===== src/rdsl_pkg.sv =====
/*
 * Shared constants for the reset debounce and status LED block.
 * Assumes a single 100 MHz system clock and a synchronous reset.
 */
`default_nettype none

package rdsl_pkg;

  // ***************************************************
  // clock and timing
  // ***************************************************
  localparam int CLK_PERIOD_NS = 10;
  localparam int NS_PER_MS = 1000000;
  // least hold time of the button before a reboot request
  localparam int DBN_TIME_MS = 125;
  localparam int DBN_CYCLES = (DBN_TIME_MS * NS_PER_MS + CLK_PERIOD_NS - 1) / CLK_PERIOD_NS;
  // slow blink: full period in ms and half period in cycles
  localparam int BLINK_PERIOD_MS = 1000;
  localparam int BLINK_HALF_CYCLES = (BLINK_PERIOD_MS * NS_PER_MS / CLK_PERIOD_NS) / 2;

  // ***************************************************
  // pin input vector layout
  // ***************************************************
  localparam int PIN_W = 6;
  localparam int PIN_BTN_N = 0;
  localparam int PIN_RAIL = 1;
  localparam int PIN_SUST = 2;
  localparam int PIN_S0 = 3;
  localparam int PIN_SLEEP = 4;
  localparam int PIN_BOOT_FAIL = 5;
  // idle levels: button released (high), everything else inactive
  localparam logic [PIN_W-1:0] PIN_RST_VAL = 6'h01;

  // ***************************************************
  // output reset values
  // ***************************************************
  localparam logic LED_OFF = 1'b0;
  localparam logic PLED_N_RST = 1'b1;

  // green LED modes
  typedef enum logic [1:0] {
    RDSL_GRN_OFF,
    RDSL_GRN_ON,
    RDSL_GRN_BLINK
  } rdsl_grn_mode_t;

endpackage : rdsl_pkg

`default_nettype wire


===== src/rdsl_dbn_if.sv =====
/*
 * Carrier between the top and the button debouncer.
 * Assumes both ends run on sys_clk.
 */
`default_nettype none

interface rdsl_dbn_if;
  logic btn_asserted;
  logic reset_req;

  // debouncer end
  modport dbn (
    input btn_asserted,
    output reset_req
  );

  // controller end
  modport ctl (
    output btn_asserted,
    input reset_req
  );
endinterface : rdsl_dbn_if

`default_nettype wire


===== src/rdsl_debounce.sv =====
/*
 * Hold-time qualifier for the reset button; one pulse per press.
 * Assumes btn_asserted is already synchronised and filtered.
 */
`default_nettype none

module rdsl_debounce #(
  parameter int CNT_W = 24,
  parameter int DBN_CYCLES = rdsl_pkg::DBN_CYCLES
) (
  input wire logic sys_clk,
  input wire logic sys_rst,
  rdsl_dbn_if.dbn dbn
);

  localparam logic [CNT_W-1:0] CNT_LAST = CNT_W'(DBN_CYCLES - 1);

  logic [CNT_W-1:0] cnt_r;
  logic fired_r;
  logic req_r;
  logic cnt_done;

  assign cnt_done = (cnt_r == CNT_LAST);

  // ***************************************************
  // hold counter
  // ***************************************************
  // restart on release
  always_ff @(posedge sys_clk) begin
    if (sys_rst || !dbn.btn_asserted) begin
      cnt_r <= '0;
    end else if (!fired_r && !cnt_done) begin
      cnt_r <= cnt_r + 1'b1;
    end
  end

  // single event per press
  // fired stays set until release so a long hold never repeats
  always_ff @(posedge sys_clk) begin
    if (sys_rst || !dbn.btn_asserted) begin
      fired_r <= 1'b0;
    end else if (cnt_done) begin
      fired_r <= 1'b1;
    end
  end

  always_ff @(posedge sys_clk) begin
    if (sys_rst) begin
      req_r <= 1'b0;
    end else begin
      req_r <= dbn.btn_asserted && cnt_done && !fired_r;
    end
  end

  assign dbn.reset_req = req_r;

  // ***************************************************
  // checks
  // ***************************************************
  AST_CNT_CLEARS: assert property (
    @(posedge sys_clk) disable iff (sys_rst)
    !dbn.btn_asserted |=> (cnt_r == '0) && !dbn.reset_req
  ) else $error("hold counter not cleared on release");

  AST_REQ_AFTER_HOLD: assert property (
    @(posedge sys_clk) disable iff (sys_rst)
    dbn.reset_req |-> ($past(cnt_r) == CNT_LAST) && $past(dbn.btn_asserted)
  ) else $error("request without full hold");

endmodule : rdsl_debounce

`default_nettype wire


===== src/rdsl_top.sv =====
/*
 * Reset button debouncer and board status LED driver.
 * Assumes pins are asynchronous to sys_clk; software controls are
 * already on sys_clk.
 */
`default_nettype none

// What this block does
// - button pin low means pressed; a qualified press reboots the board.
// - accept a press only after 125 ms continuous hold.
// - issue one reset pulse per press; holding longer does nothing more.
// - green LED steady when all rails good in working state, else dark unless blinking in sleep.
// - green LED blinks slowly in sleep while sustain rail is good.
// - yellow LED lights on processor boot failure.
// - software can force the yellow LED on.
// - programmable LED output follows software, driven low to light.
module rdsl_top #(
  parameter int DBN_CYCLES = rdsl_pkg::DBN_CYCLES,
  parameter int BLINK_HALF_CYCLES = rdsl_pkg::BLINK_HALF_CYCLES,
  parameter int DBN_CNT_W = 24,
  parameter int BLINK_CNT_W = 26
) (
  input wire logic sys_clk,
  input wire logic sys_rst,
  input wire logic rst_btn_n,
  input wire logic rails_good,
  input wire logic sustain_good,
  input wire logic state_working,
  input wire logic state_sleep,
  input wire logic boot_fail,
  input wire logic sw_fault_led_on,
  input wire logic sw_prog_led_on,
  output logic cpu_reset_req,
  output logic led_green,
  output logic led_yellow,
  output logic prog_led_n
);

  localparam logic [BLINK_CNT_W-1:0] BLINK_LAST = BLINK_CNT_W'(BLINK_HALF_CYCLES - 1);

  logic [rdsl_pkg::PIN_W-1:0] pin_vec;
  logic [rdsl_pkg::PIN_W-1:0] sync1_r;
  logic [rdsl_pkg::PIN_W-1:0] sync2_r;
  logic [rdsl_pkg::PIN_W-1:0] sync3_r;
  logic [rdsl_pkg::PIN_W-1:0] filt_r;
  logic [BLINK_CNT_W-1:0] blink_cnt_r;
  logic blink_r;
  rdsl_pkg::rdsl_grn_mode_t grn_mode;
  logic led_green_r;
  logic led_yellow_r;
  logic prog_led_n_r;
  logic f_rail;
  logic f_sust;
  logic f_s0;
  logic f_sleep;
  logic f_boot;

  rdsl_dbn_if dbn_bus ();

  assign pin_vec = {boot_fail, state_sleep, state_working, sustain_good, rails_good, rst_btn_n};

  // ***************************************************
  // pin synchronisers
  // ***************************************************
  // three stages per pin; a change is taken once stages two and three agree
  genvar gi;
  generate
    for (gi = 0; gi < rdsl_pkg::PIN_W; gi++) begin : g_sync
      always_ff @(posedge sys_clk) begin
        if (sys_rst) begin
          sync1_r[gi] <= rdsl_pkg::PIN_RST_VAL[gi];
          sync2_r[gi] <= rdsl_pkg::PIN_RST_VAL[gi];
          sync3_r[gi] <= rdsl_pkg::PIN_RST_VAL[gi];
          filt_r[gi] <= rdsl_pkg::PIN_RST_VAL[gi];
        end else begin
          sync1_r[gi] <= pin_vec[gi];
          sync2_r[gi] <= sync1_r[gi];
          sync3_r[gi] <= sync2_r[gi];
          if (sync2_r[gi] == sync3_r[gi]) begin
            filt_r[gi] <= sync3_r[gi];
          end
        end
      end
    end
  endgenerate

  assign f_rail = filt_r[rdsl_pkg::PIN_RAIL];
  assign f_sust = filt_r[rdsl_pkg::PIN_SUST];
  assign f_s0 = filt_r[rdsl_pkg::PIN_S0];
  assign f_sleep = filt_r[rdsl_pkg::PIN_SLEEP];
  assign f_boot = filt_r[rdsl_pkg::PIN_BOOT_FAIL];

  // ***************************************************
  // reset button
  // ***************************************************
  // low on the pin is a press
  assign dbn_bus.btn_asserted = !filt_r[rdsl_pkg::PIN_BTN_N];

  rdsl_debounce #(
    .CNT_W(DBN_CNT_W),
    .DBN_CYCLES(DBN_CYCLES)
  ) u_debounce (
    .sys_clk(sys_clk),
    .sys_rst(sys_rst),
    .dbn(dbn_bus.dbn)
  );

  // edge event straight from the debouncer flop
  assign cpu_reset_req = dbn_bus.reset_req;

  // ***************************************************
  // blink divider
  // ***************************************************
  // half period count, toggle at wrap
  // free running so sleep entry may start mid-phase; blink rate is unaffected
  always_ff @(posedge sys_clk) begin
    if (sys_rst) begin
      blink_cnt_r <= '0;
      blink_r <= rdsl_pkg::LED_OFF;
    end else if (blink_cnt_r == BLINK_LAST) begin
      blink_cnt_r <= '0;
      blink_r <= !blink_r;
    end else begin
      blink_cnt_r <= blink_cnt_r + 1'b1;
    end
  end

  // ***************************************************
  // green LED
  // ***************************************************
  // working state with rail good wins over sleep if both inputs are ever seen at once
  always_comb begin
    if (f_s0 && f_rail) begin
      grn_mode = rdsl_pkg::RDSL_GRN_ON;
    end else if (f_sleep && f_sust) begin
      grn_mode = rdsl_pkg::RDSL_GRN_BLINK;
    end else begin
      grn_mode = rdsl_pkg::RDSL_GRN_OFF;
    end
  end

  always_ff @(posedge sys_clk) begin
    if (sys_rst) begin
      led_green_r <= rdsl_pkg::LED_OFF;
    end else begin
      case (grn_mode)
        rdsl_pkg::RDSL_GRN_ON: begin
          led_green_r <= 1'b1;
        end
        rdsl_pkg::RDSL_GRN_BLINK: begin
          led_green_r <= blink_r;
        end
        default: begin
          led_green_r <= rdsl_pkg::LED_OFF;
        end
      endcase
    end
  end

  // ***************************************************
  // yellow and programmable LEDs
  // ***************************************************
  // boot fault lights yellow
  always_ff @(posedge sys_clk) begin
    if (sys_rst) begin
      led_yellow_r <= rdsl_pkg::LED_OFF;
    end else begin
      led_yellow_r <= f_boot || sw_fault_led_on;
    end
  end

  always_ff @(posedge sys_clk) begin
    if (sys_rst) begin
      prog_led_n_r <= rdsl_pkg::PLED_N_RST;
    end else begin
      prog_led_n_r <= !sw_prog_led_on;
    end
  end

  assign led_green = led_green_r;
  assign led_yellow = led_yellow_r;
  assign prog_led_n = prog_led_n_r;

  // ***************************************************
  // checks
  // ***************************************************
  AST_PRESS_IS_LOW: assert property (
    @(posedge sys_clk) disable iff (sys_rst)
    cpu_reset_req |-> !$past(filt_r[rdsl_pkg::PIN_BTN_N])
  ) else $error("reset request while button released");

  AST_ONE_PULSE: assert property (
    @(posedge sys_clk) disable iff (sys_rst)
    cpu_reset_req |=> !cpu_reset_req [*8]
  ) else $error("reset pulse repeated or stretched");

  AST_GREEN_STEADY: assert property (
    @(posedge sys_clk) disable iff (sys_rst)
    (f_s0 && f_rail) [*2] |=> led_green
  ) else $error("green dark with rails good in working state");

  AST_GREEN_DARK: assert property (
    @(posedge sys_clk) disable iff (sys_rst)
    (!f_rail && !(f_sleep && f_sust)) |=> !led_green
  ) else $error("green lit with rail out of limits");

  AST_GREEN_BLINK: assert property (
    @(posedge sys_clk) disable iff (sys_rst)
    (f_sleep && f_sust && !(f_s0 && f_rail)) |=> (led_green == $past(blink_r))
  ) else $error("green not following blink in sleep");

  AST_BLINK_HALF: assert property (
    @(posedge sys_clk) disable iff (sys_rst)
    $changed(blink_r) |-> ($past(blink_cnt_r) == BLINK_LAST) && (blink_cnt_r == '0)
  ) else $error("blink toggled off its half period");

  AST_YELLOW_BOOT: assert property (
    @(posedge sys_clk) disable iff (sys_rst)
    f_boot |=> led_yellow
  ) else $error("yellow dark on boot fault");

  AST_YELLOW_SW: assert property (
    @(posedge sys_clk) disable iff (sys_rst)
    (!f_boot && !sw_fault_led_on) |=> !led_yellow
  ) else $error("yellow lit without cause");

  AST_PLED_LOW: assert property (
    @(posedge sys_clk) disable iff (sys_rst)
    sw_prog_led_on |=> !prog_led_n
  ) else $error("programmable LED not driven low");

endmodule : rdsl_top

`default_nettype wire


===== config.mk =====
export PLATFORM = sky130hd
export DESIGN_NAME = rdsl_top
export DESIGN_NICKNAME = d
export VERILOG_FILES = /design/src/rdsl_pkg.sv /design/src/rdsl_dbn_if.sv /design/src/rdsl_debounce.sv /design/src/rdsl_top.sv
export SDC_FILE = /design/constraint.sdc
export NUM_CORES = 1
export LEC_CHECK = 0
export BUFFER_PORTS_ARGS = -buffer_cell sky130_fd_sc_hd__buf_2
export CAP_MARGIN = 40
export CELL_PAD_IN_SITES_DETAIL_PLACEMENT = 1
export CELL_PAD_IN_SITES_GLOBAL_PLACEMENT = 1
export CORE_MARGIN = 2
export CORE_UTILIZATION = 42
export DETAILED_ROUTE_END_ITERATION = 7
export PLACE_DENSITY = 0.72
export SLEW_MARGIN = 25
export SYNTH_ARGS = -nofsm -noshare
export SYNTH_HDL_FRONTEND = slang
export SYNTH_HIERARCHICAL = 1
export SYNTH_SLANG_ARGS = --single-unit

===== constraint.sdc =====
create_clock -name sys_clk -period 1.95 [get_ports sys_clk]
set_clock_uncertainty 0.15 [all_clocks]
set_input_delay 0.2925 -clock sys_clk [delete_from_list [all_inputs] [get_ports sys_clk]]
set_output_delay 0.2925 -clock sys_clk [all_outputs]
set_load 0.005 [all_outputs]

==> key figures <==
STA
  • Final setup vio count: 6
  • Worst rel slew slack: 73.5%
  • Final Hold Viols: 0
  • Worst-margin pin slew: 0.394 ns
  • Min Tclk post-route: 2.04 ns
  • Maximum clock rate: 491 MHz
  • Period utilisation layout: 104%
  • RSZ-0062 raised after global routing: yes
  • Final Worst Setup Slack: -0.0855 ns
  • WHS: 0.250 ns
  • Pins Over Slew Limit: 0

Routing
  • Initial drt markers: 104
  • Per-cell routed wire length: 15.7 um
  • Drt drc: 0
  • Via/cell ratio: 5.29
  • First-pass iteration count of the detailed router: 4
  • Total routed wirelength: 8220 um
  • Via count: 2774
  • DRT antenna net count: 0

Placement
  • GPL Wtd Cong: 0.785
  • Pre-CTS WS: -0.00773 ns
  • Dpl cell area: 3700 sq um
  • Dpl cells: 490
  • HPWL Detailed: 5190 um
  • PortBufs: 13

Power and ir drop
  • Switching power: 0.740 mW
  • Maximum vdd drop: 0.000645 V
  • Gate power share: 2.7%
  • Sw frac: 24.2%
  • Flop pwr share: 54.4%
  • Final Total Pwr: 3.06 mW
  • Total internal power: 2.32 mW
  • Leak: 1.55 nW
  • Power share of the clock group: 42.9%
  • P per Cell Area: 721 nW/um^2

Final layout
  • Layout cells sized above 1: 31.0%
  • Syn-to-layout area delta: 27.9%
  • NumNets Final: 429
  • Diode count: 0
  • Finished Cell Area: 4240 sq um
  • Final Non-Filler Cells: 524

Clocking
  • Clk pin slew, worst setup/hold paths: 0.10 ns
  • H-tree depth: 3
  • CTS Buffer Depth: 2
  • CTS Root Cell: clkbuf_8
  • TritonCTS clock tree: yes
  • Clk Latency, worst-skew pair: 0.36 ns
  • Clock Sinks: 80
  • Num CTS Buffers: 9

Run
  • Max_cap viols: 0

Logic synthesis
  • Cell count after synthesis: 354
  • Yosys top cell area share: 48.3%
  • Syn. warnings: 6
  • Post-synth EDFFs: 0
  • Sequential area share after synthesis: 48.3%
  • Mapped Area: 3320 sq um
  • Top post-synthesis cells by count: dfxtp_1 (80), nor2_1 (38), nand2_1 (24)
  • Most common flop cell mapped by yosys: dfxtp_1
  • Top cells by area, synth: dfxtp_1 (48%), nor2_1 (4.3%), xor2_1 (4.0%), a21oi_1 (3.3%), nor2b_1 (3.0%)
  • Post-synth cell types: 46
  • Syn_area_per_cell: 9.37 sq um
  • Net Count, Synth: 366
  • Most frequent cell after synthesis: dfxtp_1
  • Cell taking the most area after synthesis: dfxtp_1
  • Number of synthesized register bits: 80
  • Ys async rst share: 0%

Critical path
  • CP endpoint kind: flop
  • Crit-path max FO: 5
  • Setup Crit Path Kind: reg2reg
  • Worst Path Arrival: 2.18 ns
  • Critical Path Source Type: flop
  • Req. time, crit path: 2.09 ns

Min path
  • Tightest Hold Check Type: in2reg

Floorplanning
  • Core ar.: 7690 sq um
  • Die Ht: 92.9 um
  • Die X: 92.9 um
  • Site Rows: 32
  • Die area: 8620 sq um
  • # IOs: 14
  • Initial Util: 43.1%

Global routing
  • Total gr overflow: 0
  • Antenna violations before repair: 0
  • Pin count of the biggest net entering global routing: 32
  • Number of global-route vias before repair: 2825
  • Global-route wire length before repair: 13000 um
  • Total GRT Usage: 18.7%

Outcome
  • Violated checks: setup timing
  • Status: complete, but fails checks
-- layer usage --
metal  vias to the layer above  routed length, um  GRT usage [%]
met4                         0                101           6.37
li1                       1393                  -              -
met2                        30               4130           32.5
met3                        11                165           4.31
met5                         -                  0              0
met1                      1340               3830           22.7
-- power by group through the flow --
stage                     Combinational [mW]  Clock, mW  Sequential (mW)
final                                 0.0818       1.31             1.66
after global routing                  0.0929       1.41             1.67
after CTS                             0.0776       1.35             1.67
after detailed placement              0.0633          0             1.70
after global placement                0.0594          0             1.70
after floorplan                       0.0378          0             1.70
-- cells in the final DEF, fill, tap and decap left out, types with 13 or more instances in the layout --
cell type	instances
buf_4	38
a21oi_1	15
dfxtp_1	68
nand2_1	23
o21ai_0	15
nor2b_1	16
buf_2	13
nand4_1	15
xor2_1	15
nor2_1	38
-- final timing paths --
path | startpoint | to | slack (ns) | depth (start not counted)
worst max-delay path | blink_cnt_r[0] | blink_cnt_r[20] | -0.09 | 5
worst min-delay path | sys_rst | f_sust | 0.25 | 3
worst max register to register | blink_cnt_r[0] | blink_cnt_r[20] | -0.09 | 5
worst min register to register | sync1_r[0] | sync2_r[0] | 0.28 | 1
-- critical path: stages (launching register included) --
cell and delay [ns]:
dfxtp_2 0.38, ha_4 0.17, nand2_4 0.06, or4_4 0.57, or4_1 0.49, a21oi_1 0.15
-- registers in the layout, indices dropped and copies added (netlist names), 6 cells and up --
register / cells
blink_cnt_r: 26
u_debounce/cnt_r: 24
sync1_r: 6
sync2_r: 6
sync3_r: 6
-- timing repair --
| action | in CTS | in global routing |
|---|---|---|
| hold endpoints to repair | 8 | 0 |
| buffers inserted | 0 | 8 |
| endpoints found under the setup margin | 7 | 23 |
| pin swaps | 1 | 18 |
| hold buffers | 8 | 0 |
| gates cloned | 0 | 2 |
| gates resized for setup | 7 | 36 |
-- area by class of cell --
type / count / area, sq um
fill: 871 / 3440
clock inverter: 7 / 82.6
inverter: 7 / 26.3
tap: 102 / 128
sequential: 80 / 1620
multi-input combinational: 258 / 1800
timing repair buffer: 61 / 462
clock buffer: 9 / 124
-- per-stage QoR --
| step | utilization, % | setup TNS (ns) |
|---|---|---|
| 2_1_floorplan | - | 0 |
| 3_3_place_gp | 48.1 | 0 |
| 3_5_place_dp | 48.1 | -0.0154 |
| 4_1_cts | 52.3 | 0 |
| 5_1_grt | 55.2 | -0.698 |
| 6_report | 55.2 | -0.248 |
-- kinds of logic after synthesis --
group	synth area share (%)
compound gates	10.7
xor+xnor	6.87
fa+ha+maj	0.754
buf+inv	2.98
flops	48.3
mux	0.302
simple gates	30.1
Power figures use the tool's default switching activity.
